File: src/rbwd_pkg.sv
package rbwd_pkg;

    // ------------------------------------------------------------
    // timing
    // ------------------------------------------------------------
    localparam int unsigned CLK_HZ = 25000000; // system clock rate
    localparam int unsigned STUCK_S = 30; // stuck heartbeat limit, seconds
    localparam longint unsigned STUCK_CYC = longint'(STUCK_S) * CLK_HZ;
    localparam int unsigned PWRUP_US = 100; // power-up hold, microseconds
    localparam int unsigned PWRUP_CYC = PWRUP_US * (CLK_HZ / 1000000);

    // ------------------------------------------------------------
    // command layout
    // ------------------------------------------------------------
    localparam int CMD_W = 8; // width of one command byte
    localparam logic [7:0] CMD_SET_HEAT = 8'h01; // load heater bits
    localparam logic [7:0] CMD_SET_VALVE_A = 8'h02; // load valve unit 0
    localparam logic [7:0] CMD_SET_VALVE_B = 8'h03; // load valve unit 1
    localparam logic [7:0] CMD_SET_BEAT = 8'h04; // load heartbeat level

    // heater bit positions
    localparam int HEAT_CELL = 0; // reaction cell heater
    localparam int HEAT_CONV = 1; // converter heater
    localparam int HEAT_OVEN = 2; // permeation oven heater
    localparam int HEAT_W = 3; // heater count

    // indicator positions
    localparam int IND_BEAT = 0; // heartbeat
    localparam int IND_HEAT0 = 1; // first heater indicator
    localparam int IND_VALVE0 = 6; // first valve indicator
    localparam int IND_W = 16; // indicator count

    // reset values
    localparam logic [2:0] HEAT_RST = 3'h0; // all heaters off
    localparam logic [3:0] VALVE_RST = 4'h0; // all valves de-energized

    // watchdog states
    typedef enum logic [2:0] {
        RBWD_HOLD = 3'b001, // power-up hold
        RBWD_RUN = 3'b010, // host in control
        RBWD_TRIP = 3'b100 // outputs forced safe
    } rbwd_state_t;

endpackage

File: src/rbwd_timer.sv
`timescale 1ns/1ps
// ------------------------------------------------------------
// stuck level timer: counts while a level holds, flags at limit
// ------------------------------------------------------------
module rbwd_timer #(
    parameter longint unsigned LIMIT = 750000000, // cycles to expiry
    parameter int W = 32 // counter width
) (
    input wire logic clk, // system clock
    input wire logic rst_n, // async reset, active low
    input wire logic ce, // clock enable
    input wire logic restart, // restart the count
    output logic expired // limit reached, level
);

    logic [W-1:0] cnt_q; // cycles since last restart

    // count up, saturate at limit
    always_ff @(posedge clk or negedge rst_n) begin
        if (!rst_n) begin
            cnt_q <= '0;
        end else if (ce) begin
            if (restart) begin
                cnt_q <= '0;
            end else if (cnt_q != W'(LIMIT)) begin
                cnt_q <= cnt_q + W'(1);
            end
        end
    end

    assign expired = (cnt_q == W'(LIMIT)) && !restart;

endmodule

File: src/rbwd_top.sv
`timescale 1ns/1ps
// What this block does
// - heartbeat level set only by host commands
// - stuck heartbeat 30s forces valves shut, heaters off
// - outputs held fixed until host takes control
// - decode bus commands into relay outputs
// - sixteen indicators mirror outputs except valve unit 1 bit 3, spares dark
// - heaters switch on only by host command
// - valves default de-energized, energize selects alternative
// - two valve units, four outputs each
// - oven heater active only with span generator
module rbwd_top #(
    parameter longint unsigned STUCK_LIMIT = rbwd_pkg::STUCK_CYC, // trip
    parameter int unsigned HOLD_LIMIT = rbwd_pkg::PWRUP_CYC // hold time
) (
    input wire logic CLK_SYS, // system clock, 25 MHz
    input wire logic RST_N, // async reset, active low
    input wire logic CE, // clock enable, freezes state when low
    input wire logic CMD_VALID, // decoded bus byte pair strobe
    input wire logic [7:0] CMD_CODE, // command code
    input wire logic [7:0] CMD_DATA, // command data
    input wire logic HOST_READY, // host booted and in control
    input wire logic OVEN_FITTED, // span generator option fitted
    output logic [2:0] HEATER_ON, // heater relays, high heats
    output logic [3:0] VALVE_A, // valve unit 0, high energized
    output logic [3:0] VALVE_B, // valve unit 1, high energized
    output logic [15:0] INDICATOR, // status indicators, high lit
    output logic TRIPPED, // watchdog has forced safe state
    output logic HOLDING // power-up hold active
);

    // ------------------------------------------------------------
    // state
    // ------------------------------------------------------------
    rbwd_pkg::rbwd_state_t st_q; // watchdog state
    logic [2:0] heat_q; // commanded heaters
    logic [3:0] va_q; // commanded valve unit 0
    logic [3:0] vb_q; // commanded valve unit 1
    logic beat_q; // heartbeat level from host
    logic beat_prev_q; // heartbeat one cycle ago
    logic [15:0] hold_cnt_q; // power-up hold counter
    logic expired; // stuck timer expired
    logic cmd_ok; // command accepted this cycle

    // commands count only once host has control
    assign cmd_ok = CMD_VALID && (st_q == rbwd_pkg::RBWD_RUN);

    // ------------------------------------------------------------
    // command decode
    // ------------------------------------------------------------
    // heaters and valves load from host bytes only
    always_ff @(posedge CLK_SYS or negedge RST_N) begin
        if (!RST_N) begin
            heat_q <= rbwd_pkg::HEAT_RST;
            va_q <= rbwd_pkg::VALVE_RST;
            vb_q <= rbwd_pkg::VALVE_RST;
        end else if (CE) begin
            if (st_q != rbwd_pkg::RBWD_RUN) begin
                // safe state, commands ignored
                heat_q <= rbwd_pkg::HEAT_RST;
                va_q <= rbwd_pkg::VALVE_RST;
                vb_q <= rbwd_pkg::VALVE_RST;
            end else if (cmd_ok) begin
                unique case (CMD_CODE)
                    rbwd_pkg::CMD_SET_HEAT: begin
                        heat_q <= CMD_DATA[2:0];
                    end
                    rbwd_pkg::CMD_SET_VALVE_A: begin
                        va_q <= CMD_DATA[3:0];
                    end
                    rbwd_pkg::CMD_SET_VALVE_B: begin
                        vb_q <= CMD_DATA[3:0];
                    end
                    default: begin
                        // other codes leave outputs alone
                    end
                endcase
            end
        end
    end

    // ------------------------------------------------------------
    // heartbeat
    // ------------------------------------------------------------
    // level only ever comes from a host command
    always_ff @(posedge CLK_SYS or negedge RST_N) begin
        if (!RST_N) begin
            beat_q <= 1'b0;
            beat_prev_q <= 1'b0;
        end else if (CE) begin
            if (cmd_ok && CMD_CODE == rbwd_pkg::CMD_SET_BEAT) begin
                beat_q <= CMD_DATA[0];
            end
            beat_prev_q <= beat_q;
        end
    end

    // stuck timer restarts on each edge and outside run
    rbwd_timer #(
        .LIMIT(STUCK_LIMIT),
        .W(32)
    ) u_timer (
        .clk(CLK_SYS),
        .rst_n(RST_N),
        .ce(CE),
        .restart((beat_q != beat_prev_q) || st_q != rbwd_pkg::RBWD_RUN),
        .expired(expired)
    );

    // ------------------------------------------------------------
    // watchdog state machine
    // ------------------------------------------------------------
    // hold after reset, run under host, trip sticks until reset
    always_ff @(posedge CLK_SYS or negedge RST_N) begin
        if (!RST_N) begin
            st_q <= rbwd_pkg::RBWD_HOLD;
            hold_cnt_q <= 16'h0000;
        end else if (CE) begin
            unique case (st_q)
                rbwd_pkg::RBWD_HOLD: begin
                    // wait out supply settle then host ready
                    if (hold_cnt_q != HOLD_LIMIT[15:0]) begin
                        hold_cnt_q <= hold_cnt_q + 16'h0001;
                    end else if (HOST_READY) begin
                        st_q <= rbwd_pkg::RBWD_RUN;
                    end
                end
                rbwd_pkg::RBWD_RUN: begin
                    if (expired) begin
                        st_q <= rbwd_pkg::RBWD_TRIP;
                    end
                end
                rbwd_pkg::RBWD_TRIP: begin
                    st_q <= rbwd_pkg::RBWD_TRIP;
                end
            endcase
        end
    end

    // ------------------------------------------------------------
    // outputs and indicators
    // ------------------------------------------------------------
    // registered outputs, oven gated by option strap
    always_ff @(posedge CLK_SYS or negedge RST_N) begin
        if (!RST_N) begin
            HEATER_ON <= 3'h0;
            VALVE_A <= 4'h0;
            VALVE_B <= 4'h0;
            INDICATOR <= 16'h0000;
            TRIPPED <= 1'b0;
            HOLDING <= 1'b1;
        end else if (CE) begin
            HEATER_ON <= {heat_q[2] & OVEN_FITTED, heat_q[1:0]};
            VALVE_A <= va_q;
            VALVE_B <= vb_q;
            // spares d4 d6 d14-16 stay dark
            INDICATOR <= {3'h0, vb_q[2:0], va_q, 1'b0,
                heat_q[2] & OVEN_FITTED, 1'b0, heat_q[1:0], beat_q};
            TRIPPED <= (st_q == rbwd_pkg::RBWD_TRIP);
            HOLDING <= (st_q == rbwd_pkg::RBWD_HOLD);
        end
    end

    // ------------------------------------------------------------
    // checks
    // ------------------------------------------------------------
    property p_trip_safe;
        @(posedge CLK_SYS) disable iff (!RST_N)
        (st_q == rbwd_pkg::RBWD_TRIP && CE) ##1 CE |=> (HEATER_ON == 3'h0
            && VALVE_A == 4'h0 && VALVE_B == 4'h0);
    endproperty
    a_trip_safe: assert property (p_trip_safe)
        else $error("outputs not safe after trip");

    property p_hold_safe;
        @(posedge CLK_SYS) disable iff (!RST_N)
        (st_q == rbwd_pkg::RBWD_HOLD && CE) |=> (heat_q == 3'h0);
    endproperty
    a_hold_safe: assert property (p_hold_safe)
        else $error("heater energized during hold");

    property p_beat_cmd;
        @(posedge CLK_SYS) disable iff (!RST_N)
        (beat_q != $past(beat_q)) |-> $past(cmd_ok && CE
            && CMD_CODE == rbwd_pkg::CMD_SET_BEAT);
    endproperty
    a_beat_cmd: assert property (p_beat_cmd)
        else $error("heartbeat changed without command");

    property p_edge_restart;
        @(posedge CLK_SYS) disable iff (!RST_N)
        (CE && beat_q != beat_prev_q) |=> (u_timer.cnt_q == '0);
    endproperty
    a_edge_restart: assert property (p_edge_restart)
        else $error("timer not restarted on heartbeat change");

    property p_oven_gate;
        @(posedge CLK_SYS) disable iff (!RST_N)
        (CE && !OVEN_FITTED) |=> !HEATER_ON[2];
    endproperty
    a_oven_gate: assert property (p_oven_gate)
        else $error("oven heater on without option");

    property p_heat_cmd;
        @(posedge CLK_SYS) disable iff (!RST_N)
        (CE && cmd_ok && CMD_CODE == rbwd_pkg::CMD_SET_HEAT)
            |=> heat_q == $past(CMD_DATA[2:0]);
    endproperty
    a_heat_cmd: assert property (p_heat_cmd)
        else $error("heater command not applied");

    property p_valve_cmd;
        @(posedge CLK_SYS) disable iff (!RST_N)
        (CE && cmd_ok && CMD_CODE == rbwd_pkg::CMD_SET_VALVE_A)
            |=> va_q == $past(CMD_DATA[3:0]);
    endproperty
    a_valve_cmd: assert property (p_valve_cmd)
        else $error("valve command not applied");

    property p_ind_spare;
        @(posedge CLK_SYS) disable iff (!RST_N)
        1'b1 |-> (INDICATOR[3] == 1'b0 && INDICATOR[5] == 1'b0
            && INDICATOR[15:13] == 3'h0);
    endproperty
    a_ind_spare: assert property (p_ind_spare)
        else $error("spare indicator lit");

    c_trip: cover property (@(posedge CLK_SYS) disable iff (!RST_N)
        st_q == rbwd_pkg::RBWD_RUN ##1 st_q == rbwd_pkg::RBWD_TRIP);
    c_run: cover property (@(posedge CLK_SYS) disable iff (!RST_N)
        st_q == rbwd_pkg::RBWD_HOLD ##1 st_q == rbwd_pkg::RBWD_RUN);
    c_beat: cover property (@(posedge CLK_SYS) disable iff (!RST_N)
        beat_q != beat_prev_q);

endmodule

File: config.mk
export PLATFORM = sky130hd
export DESIGN_NAME = rbwd_top
export DESIGN_NICKNAME = d
export VERILOG_FILES = /design/src/rbwd_pkg.sv /design/src/rbwd_timer.sv /design/src/rbwd_top.sv
export SDC_FILE = /design/constraint.sdc
export NUM_CORES = 1
export LEC_CHECK = 0
export ABC_AREA = 0
export ABC_CLOCK_PERIOD_IN_PS = 4000
export BUFFER_PORTS_ARGS = -buffer_cell sky130_fd_sc_hd__clkbuf_2
export CAP_MARGIN = 20
export CORE_ASPECT_RATIO = 0.7
export CORE_MARGIN = 4
export CORE_UTILIZATION = 60
export DETAILED_ROUTE_END_ITERATION = 10
export GPL_TIMING_DRIVEN = 0
export MAX_ROUTING_LAYER = met4
export PLACE_DENSITY = 0.82
export SLEW_MARGIN = 20
export SYNTH_ARGS = -nofsm -noshare
export SYNTH_HDL_FRONTEND = slang
export SYNTH_HIERARCHICAL = 1
export SYNTH_SLANG_ARGS = --single-unit
File: constraint.sdc
create_clock -name CLK_SYS -period 4 [get_ports CLK_SYS]
set_clock_uncertainty 0.2 [all_clocks]
set_input_delay 0.8 -clock CLK_SYS [delete_from_list [all_inputs] [get_ports CLK_SYS]]
set_output_delay 0.8 -clock CLK_SYS [all_outputs]
set_load 0.01 [all_outputs]
* Word-level counts from Yosys, hierarchy flattened
Index checks and enable logic that the tools add are counted.
** Cells by class
- Add/sub/neg operators :: 2
- $mul :: 0
- Div/mod/pow operators :: 0
- Order comparisons :: 0
- Equal/unequal tests :: 15
- Shifts and indexed selects :: 0
- Mux-type cells :: 15
- Bitwise gates (word level) :: 1
- Reduce and logical (&&, ||, !) cells :: 17
** Operator list (number)
- $mux 32 :: 2
- $add 32x1->32 const B :: 1
- $eq 32x30->1 const B :: 1
- $ne 32x30->1 const B :: 1
- $mux 4 :: 6
- $mux 3 :: 6
- $add 16x1->16 const B :: 1
- $eq 8x2->1 const B :: 2
- $ne 16x12->1 const B :: 1
- $reduce_and 3->1 :: 4
- $reduce_bool 2->1 :: 5
- $pmux 3 s3 :: 1
- $eq 8x1->1 const B :: 1
- $eq 8x3->1 const B :: 1
- $ne 2x2->1 const B :: 3
- $reduce_and 2->1 :: 2
- $reduce_and 4->1 :: 1
- $eq 3x1->1 const B :: 1
- $eq 3x2->1 const B :: 1
- $eq 3x3->1 const B :: 1
- $logic_and 1x1->1 :: 3
- $ne 3x2->1 const B :: 1
- $and 1x1->1 :: 1
- $logic_not 1->1 :: 1
- other kinds (2) :: 2
** Word-level totals
- Bits in registers :: 88
- Latch bits :: 0
- Bits in writable memories :: 0
- Memory bits (read-only) :: 0
- Logic and storage cells :: 64
- Memories kept :: 0

* Logic depth before layout (Yosys ltp)
Gate-level depths: netlist of the first run.
- Depth in word-level cells :: 6
- Depth in mapped cells :: 9
- Mapped depth without buffers :: 8

* Cells and area by module
The synthesis of the first run kept the hierarchy.
** Modules (own cells, without submodules)
- rbwd_top :: times used 1, cells each 190, area an instance 2174.6 um^2, sequential area each 1128.6 um^2
- rbwd_timer :: times used 1, cells each 226, area an instance 2062.0 um^2, sequential area each 800.8 um^2

* Least setup slack after synthesis of the first run
OpenSTA, ideal clock, no wires.
- Kind :: register to register
- Start point :: register st_q[0]
- End point :: register u_timer.cnt_q[13]
- Setup time :: 0.126 ns
- Arrival :: 2.013 ns
- Data required time :: 3.674 ns
- Path slack :: 1.661 ns
- Stages on the path, launching flop included :: 9
- Buffers on the path :: 2
- Period minus slack after synthesis :: 2.339 ns
- Cells stage by stage :: dfstp_2 -> clkbuf_1 -> nor3b_1 -> nand2_1 -> nor3_1 -> a41o_4 -> buf_4 -> nor4_1 -> a311o_1
** On the way
- Longest elaborated chain between the ends :: 4
- Elaborated cells on any way between the ends :: 5
- Classes of those cells :: eq/ne (1); mux (1); reduce/logical (3)
** RTL lines
- from (decl) :: RTL line rbwd_top.sv:35 : rbwd_pkg::rbwd_state_t st_q;
- from (signal assigned) :: RTL line rbwd_top.sv:116 : st_q <= rbwd_pkg::RBWD_HOLD;
- from (signal assigned) :: RTL line rbwd_top.sv:125 : st_q <= rbwd_pkg::RBWD_RUN;
- from (signal assigned) :: RTL line rbwd_top.sv:130 : st_q <= rbwd_pkg::RBWD_TRIP;
- $ne 3x2->1 * :: RTL line rbwd_top.sv:106 : .restart((beat_q != beat_prev_q) || st_q != rbwd_pkg::RBWD_RUN),
- $logic_or 1x1->1 * :: RTL line rbwd_top.sv:106
- $reduce_bool 2->1 (no line)
- $reduce_and 2->1 (no line)
- to (signal assigned) :: RTL line rbwd_timer.sv:26 : cnt_q <= cnt_q + W'(1);
- to (decl) :: RTL line rbwd_timer.sv:16 : logic [W-1:0] cnt_q;
Every way passes the cells marked *; elsewhere a longest branch is shown, timed or not.
A chain may end at the register's enable or synchronous reset.

* Worst setup path after layout of the first run
- Start point :: register st_q[0]
- End point :: register u_timer.cnt_q[25]
Same word-level chain as after synthesis.

==> flow_metrics.env, run 1 <==
export IMPL_status="completed"
export IMPL_crit_path_end_kind="flip-flop"
export IMPL_crit_fanout=10
export IMPL_regArea_mm2=0.001929
export IMPL_cts_tree="built"
export IMPL_die_h_um=78.31
export IMPL_drv_slew=0
export IMPL_drive_gt1_share_pct=24.27
export IMPL_ant_nets=0
export IMPL_yosysWarnings=6
export IMPL_arrival_ns=2.98
export IMPL_crit_slowest_cell="nor3b_1"
export IMPL_hp_class="in2async"
export IMPL_die_area_mm2=0.008491
export IMPL_finalCritPeriodShare_pct=72.79
export IMPL_timing_fmax_mhz=343.4
export IMPL_cts_clk_slew_worst_paths_ns=0.08
export IMPL_tightest_slew_ns=0.7139
export IMPL_grt_start_max_net_pins=56
export IMPL_via_per_inst=6.178
export IMPL_critPathMaxStageDelay_ns=0.56
export IMPL_vdd_drop_max_mv=0.2135
export IMPL_grtUsageTotal_pct=24.96
export IMPL_drt_total_wl_mm=9.781
export IMPL_fin_ws_ns=1.088
export IMPL_ys_ff_latch=77
export IMPL_ys_types=63
export IMPL_p_leak_nw=2.226
export IMPL_crit_type="reg2reg"
export IMPL_initial_core_util_pct=62.13
export IMPL_clk_latency_ns=0.36
export IMPL_io_pins=51
export IMPL_hold_viol_final=0
export IMPL_r2r_slack_ns=1.09
export IMPL_post_cts_buffers=0
export IMPL_place_gp_congestion=0.9369
export IMPL_first_global_vias=3321
export IMPL_area_growth_pct=13.32
export IMPL_hold_buffers=0
export IMPL_port_buffers=41
export IMPL_critPathLaunchType="flip-flop"
export IMPL_ys_async_sr_fraction_pct=100.0
export IMPL_r2r_start="st_q[0]"
export IMPL_root_buffer="clkbuf_8"
export IMPL_cts_resized=0
export IMPL_synthCells=416
export IMPL_cap_viol_max_count=0
export IMPL_antenna_found_initial=0
export IMPL_cp_required_ns=4.07
export IMPL_synth_flop_cell="dfrtp_1"
export IMPL_r2r_end="u_timer/cnt_q[25]"
export IMPL_drc=0
export IMPL_critical_path_buf_inv_count=3
export IMPL_fillers=520
export IMPL_wl_per_cell_um=17.10
export IMPL_yosysSeqAreaShare_pct=45.54
export IMPL_dr_total_vias=3534
export IMPL_fin_nets=499
export IMPL_synth_area_per_cell_um2=10.18
export IMPL_diodes=0
export IMPL_synth_edf_count=0
export IMPL_power_per_cell_area_mw_per_mm2=338.6
export IMPL_htreeDepth=3
export IMPL_die_w_um=108.4
export IMPL_layout_min_cycle_time_ns=2.912
export IMPL_path_common_cell="nand2_1"
export IMPL_slew_headroom_pct=51.97
export IMPL_drtIter0Drc=217
export IMPL_coreArea_mm2=0.006819
export IMPL_synth_area_mm2=0.004237
export IMPL_grt_pass1_wl_mm=16.28
export IMPL_preCtsSetupSlack_ns=1.215
export IMPL_drtPass1Iterations=5
export IMPL_critPathTopFamily="simple AND/OR/NAND/NOR gates"
export IMPL_numCtsBuffers=9
export IMPL_numClockSinks=77
export IMPL_setup_viol=0
export IMPL_timing_setup_tns_ns=0
export IMPL_crit_chain="clkbuf_1 -> nor3b_1 -> nand2_1 -> nor3_1 -> a41o_4 -> buf_4 -> buf_2 -> nand2_1 -> o211ai_1"
export IMPL_rsz0062_at_grt="false"
export IMPL_dp_hpwl_mm=7.097
export IMPL_cts_max_path_buffers=2
export IMPL_worst_r2r_cell_count=9
export IMPL_overflow=0
export IMPL_num_rows=25
export IMPL_multi_input_area_mm2=0.002071
-- registers in the layout (all words and copies together) (netlist names), 2 cells and up --
register,cells
vb_q,4
st_q,3
INDICATOR,3
VALVE_A,3
heat_q,3
VALVE_B,4
HEATER_ON,2
hold_cnt_q,16
va_q,4
u_timer/cnt_q,32
-- cell usage in the layout (no fill, tap or decap), types with 7 or more instances in the layout --
master and count:
xnor2_1 9, dfrtp_1 75, xor2_1 7, a22o_1 11, clkbuf_1 9, clkbuf_2 41
buf_4 18, clkbuf_8 9, inv_1 11, or4_1 7, a311o_1 7, nand3_1 33
nand4_1 12, nand2_1 48, mux2_2 12, nor2_1 12, and2_1 11, nor4_1 13
o21ai_0 15, mux2i_1 8, nor3_1 11
-- kinds of logic (layout without fill, tap and decap cells) --
kind of cell             count (synthesis)  after routing  share of synthesized area [%]
AO/OA/AOI/OAI                           57             57                          10.13
XOR/XNOR                                16             16                          3.308
adder cells (fa/ha/maj)                  4              4                          1.181
buffers and inverters                   45            103                          5.936
flip-flops                              77             77                          45.54
multiplexers                            21             21                          5.346
other                                    1              5                        0.08852
AND/OR/NAND/NOR                        195            195                          28.47
-- metal layers --
metal	track usage, %	vias up	wire (um)
met5	-	-	0
met4	6.683	0	98
met3	5.752	14	769
met2	36.62	147	4402
met1	35.10	1728	4510
li1	-	1645	-
-- per-stage QoR --
stage               hold slack [ns]  utilization (%)  std cells  power (mW)  cell area [um^2]
finish                       0.1686            70.40        572       1.625              4801
global placement             0.2548            67.08        555       1.030              4574
floorplan                    0.2384                -        420      0.9752              4252
detailed placement           0.2606            67.52        556       1.045              4604
CTS                          0.1832            70.40        572       1.631              4801
global route                 0.1880            70.40        572       1.694              4801
-- how the worst max path moves through the flow --
stage	from	end	slack (ns)	cells after the start
2_1_floorplan	st_q[0]	u_timer/cnt_q[13]	1.66	8
3_3_place_gp	RST_N	hold_cnt_q[1]	1.22	1
3_5_place_dp	st_q[0]	u_timer/cnt_q[25]	1.21	8
4_1_cts	st_q[0]	u_timer/cnt_q[25]	1.16	9
5_1_grt	st_q[0]	u_timer/cnt_q[25]	0.94	9
6_report	st_q[0]	u_timer/cnt_q[25]	1.09	9
-- where the power goes --
group	switching, mW	internal, mW
Combinational	0.0953	0.0766
Clock	0.305	0.290
Sequential	0.0458	0.813
Total	0.446	1.18
-- area by class of cell --
| type | instances | area share (%) |
|---|---|---|
| Buffer | 34 | 4.378 |
| Clock buffer | 9 | 2.580 |
| Clock inverter | 7 | 1.512 |
| Inverter | 11 | 0.8600 |
| Multi-Input combinational cell | 298 | 43.13 |
| Sequential cell | 77 | 40.19 |
| Tap cell | 94 | 2.450 |
| Timing Repair Buffer | 42 | 4.900 |
-- cells in the mapped netlist, types with 3 or more instances --
| library cell | count | share of area (%) |
|---|---|---|
| a21o_1 | 3 | 0.53 |
| a21oi_1 | 5 | 0.59 |
| a22o_1 | 11 | 2.3 |
| a311o_1 | 7 | 1.7 |
| and2_1 | 11 | 1.6 |
| and3_1 | 4 | 0.59 |
| and4_1 | 5 | 1.0 |
| buf_2 | 5 | 0.59 |
| buf_4 | 18 | 3.2 |
| clkbuf_1 | 9 | 0.80 |
| dfrtp_1 | 75 | 44 |
| ha_1 | 4 | 1.2 |
| inv_1 | 11 | 0.97 |
| mux2_2 | 12 | 3.2 |
| mux2i_1 | 8 | 1.9 |
| nand2_1 | 48 | 4.3 |
| nand3_1 | 33 | 3.9 |
| nand4_1 | 12 | 1.8 |
| nor2_1 | 12 | 1.1 |
| nor3_1 | 11 | 1.3 |
| nor3b_1 | 4 | 0.71 |
| nor4_1 | 13 | 1.9 |
| nor4_4 | 3 | 1.5 |
| nor4b_1 | 5 | 1.0 |
| o211ai_1 | 5 | 0.89 |
| o21ai_0 | 15 | 1.8 |
| or2_2 | 3 | 0.44 |
| or4_1 | 7 | 1.2 |
| xnor2_1 | 9 | 1.9 |
| xor2_1 | 7 | 1.4 |
Power figures use the tool's default switching activity.
==> run 2, diff against run 1 <==
--- a/config.mk
+++ b/config.mk
@@ -5,8 +5,8 @@
 export SDC_FILE = /design/constraint.sdc
 export NUM_CORES = 1
 export LEC_CHECK = 0
-export ABC_AREA = 0
-export ABC_CLOCK_PERIOD_IN_PS = 4000
+export ABC_AREA = 1
+export ABC_CLOCK_PERIOD_IN_PS = 3000
 export BUFFER_PORTS_ARGS = -buffer_cell sky130_fd_sc_hd__clkbuf_2
 export CAP_MARGIN = 20
 export CORE_ASPECT_RATIO = 0.7
@@ -15,7 +15,7 @@
 export DETAILED_ROUTE_END_ITERATION = 10
 export GPL_TIMING_DRIVEN = 0
 export MAX_ROUTING_LAYER = met4
-export PLACE_DENSITY = 0.82
+export PLACE_DENSITY = 0.81
 export SLEW_MARGIN = 20
 export SYNTH_ARGS = -nofsm -noshare
 export SYNTH_HDL_FRONTEND = slang
==> constraint.sdc (replaced) <==
create_clock -name CLK_SYS -period 3 [get_ports CLK_SYS]
set_clock_uncertainty 0.2 [all_clocks]
set_input_delay 0.6 -clock CLK_SYS [delete_from_list [all_inputs] [get_ports CLK_SYS]]
set_output_delay 0.6 -clock CLK_SYS [all_outputs]
set_load 0.01 [all_outputs]
==> flow_metrics.env, run 2 <==
export IMPL_htreeDepth=3
export IMPL_power_total_mw=2.438
export IMPL_post_synth_top_count_cell="nand2_1"
export IMPL_root_buffer="clkbuf_16"
export IMPL_status="finished with violations"
export IMPL_grtUsageMet1_pct=34.02
export IMPL_ys_types=41
export IMPL_timing_setup_tns_ns=0
export IMPL_initial_core_util_pct=62.02
export IMPL_grt_pass1_wl_mm=19.53
export IMPL_die_h_um=83.79
export IMPL_crit_fanout=10
export IMPL_switching_share_pct=27.74
export IMPL_vdd_drop_max_mv=0.4451
export IMPL_p_int_mw=1.762
export IMPL_top_register="u_timer/cnt_q"
export IMPL_critPathLaunchType="flip-flop"
export IMPL_hold_viol_final=4
export IMPL_num_rows=27
export IMPL_power_frac_seq_pct=46.8
export IMPL_crit_type="reg2reg"
export IMPL_drtIter0Drc=395
export IMPL_p_leak_nw=2.833
export IMPL_via_per_inst=5.201
export IMPL_diodes=0
export IMPL_cp_required_ns=3.02
export IMPL_cts_resized=0
export IMPL_drv_slew=0
export IMPL_hp_class="in2async"
export IMPL_setup_viol=0
export IMPL_dr_total_vias=4530
export IMPL_synth_area_leader_cell="dfrtp_1"
export IMPL_whs_ns=-0.002421
export IMPL_synthCells=709
export IMPL_numClockSinks=77
export IMPL_preCtsSetupSlack_ns=0.5174
export IMPL_switchingPower_mw=0.6762
export IMPL_grtUsageTotal_pct=25.47
export IMPL_cts_tree="built"
export IMPL_rsz0062_at_grt="false"
export IMPL_port_buffers=40
export IMPL_drive_gt1_share_pct=16.62
export IMPL_synth_flop_cell="dfrtp_1"
export IMPL_fin_cells=871
export IMPL_cap_viol_max_count=0
export IMPL_pwr_share_comb_pct=10.5
export IMPL_fin_nets=791
export IMPL_finalCritPeriodShare_pct=84.00
export IMPL_layout_min_cycle_time_ns=2.520
export IMPL_ys_ff_latch=77
export IMPL_arrival_ns=2.54
export IMPL_grt_start_max_net_pins=55
export IMPL_ant_nets=0
export IMPL_synth_common_cells="nand2_1, nor2_1, dfrtp_1"
export IMPL_r2r_slack_ns=0.48
export IMPL_post_cts_buffers=0
export IMPL_io_pins=51
export IMPL_power_per_cell_area_mw_per_mm2=436.8
export IMPL_area_growth_pct=13.37
export IMPL_first_global_vias=4202
export IMPL_use_met3_pct=5.145
export IMPL_wl_per_cell_um=13.15
export IMPL_ys_async_sr_fraction_pct=100.0
export IMPL_overflow=0
export IMPL_clkPwrFrac_pct=42.7
export IMPL_synth_area_per_cell_um2=6.944
export IMPL_place_gp_congestion=0.9532
export IMPL_drtPass1Iterations=6
export IMPL_dp_hpwl_mm=8.664
export IMPL_synth_edf_count=0
export IMPL_yosysWarnings=6
export IMPL_yosysSeqAreaShare_pct=39.19
export IMPL_busiest_layer="met2"
export IMPL_layout_commonest_cell="nand2_1"
export IMPL_drt_total_wl_mm=11.45
export IMPL_clk_latency_ns=0.34
export IMPL_antenna_found_initial=0
export IMPL_largestRegisters="u_timer/cnt_q: 32 flops, hold_cnt_q: 16 flops"
export IMPL_synth_top_area_share_pct=38.12
export IMPL_coreArea_mm2=0.007939
export IMPL_final_cell_mix="nand2_1, nor2_1, dfrtp_1"
export IMPL_hold_buffers=0
export IMPL_violations="negative hold slack"
export IMPL_fin_ws_ns=0.4800
export IMPL_cts_max_path_buffers=2
export IMPL_drc=0
export IMPL_crit_path_end_kind="flip-flop"
export IMPL_largest_reg_flops=32
export IMPL_synth_area_mm2=0.004923
export IMPL_die_area_mm2=0.009742
export IMPL_placed_cells=855
export IMPL_synthTopCellsByArea="dfrtp_1, nand2_1, nor2_1"
export IMPL_cts_clk_slew_worst_paths_ns=0.07
export IMPL_timing_fmax_mhz=396.8
export IMPL_numCtsBuffers=9
export IMPL_die_w_um=116.3
export IMPL_met2_usage_pct=39.72
-- run 2: routing by layer --
layer | up-vias | wire length (um)
met3 | 17 | 722
li1 | 2296 | -
met2 | 133 | 5235
met1 | 2084 | 5348
met4 | 0 | 146
met5 | - | 0
-- run 2: power by group through the flow --
stage	clock network (mW)	logic, mW	registers (mW)
2_1_floorplan	0	0.177	1.14
3_3_place_gp	0	0.238	1.16
3_5_place_dp	0	0.252	1.16
4_1_cts	1.06	0.255	1.14
5_1_grt	1.12	0.293	1.15
6_report	1.04	0.256	1.14
-- run 2: final timing paths --
check | depth (start not counted) | from | end
max | 16 | st_q[2] | u_timer/cnt_q[11]
min | 1 | RST_N | hold_cnt_q[13]
max reg2reg | 16 | st_q[2] | u_timer/cnt_q[11]
min reg2reg | 2 | vb_q[2] | VALVE_B[2]
max in group asynchronous | 2 | RST_N | HOLDING
min in group CLK_SYS | 2 | vb_q[2] | VALVE_B[2]
-- run 2: layout make-up --
cell class / count / area [um^2]
inverter: 63 / 244.0
sequential: 77 / 1929
clock buffer: 9 / 225.2
fill: 651 / 2357
timing repair buffer: 41 / 230.2
clock inverter: 7 / 61.31
tap: 101 / 126.4
multi-input combinational: 544 / 2530
buffer: 29 / 235.2
-- run 2: worst max-delay path, stage by stage (launching register included) --
cell,delay [ns]
dfrtp_1,0.43
nor2_1,0.12
nand2_1,0.11
inv_1,0.20
nand3_1,0.12
buf_6,0.17
inv_4,0.07
nand2_2,0.05
nor2_1,0.08
nand2_1,0.09
nor2_2,0.16
nand2_4,0.14
nand2_8,0.12
nor2_8,0.07
buf_12,0.16
nand2_2,0.06
nand2_1,0.06
-- run 2: cell families after synthesis --
group           synth area share, %
compound gates                4.066
xor+xnor                      4.269
fa+ha+maj                     1.017
buf+inv                       9.733
flops                         39.19
other cells                 0.07617
simple gates                  41.65
-- run 2: through the flow --
stage	util, %	cell area (um^2)
3_3_place_gp	66.32	5265
6_report	70.31	5582
2_1_floorplan	-	4938
4_1_cts	70.31	5582
5_1_grt	70.31	5582
3_5_place_dp	66.70	5295
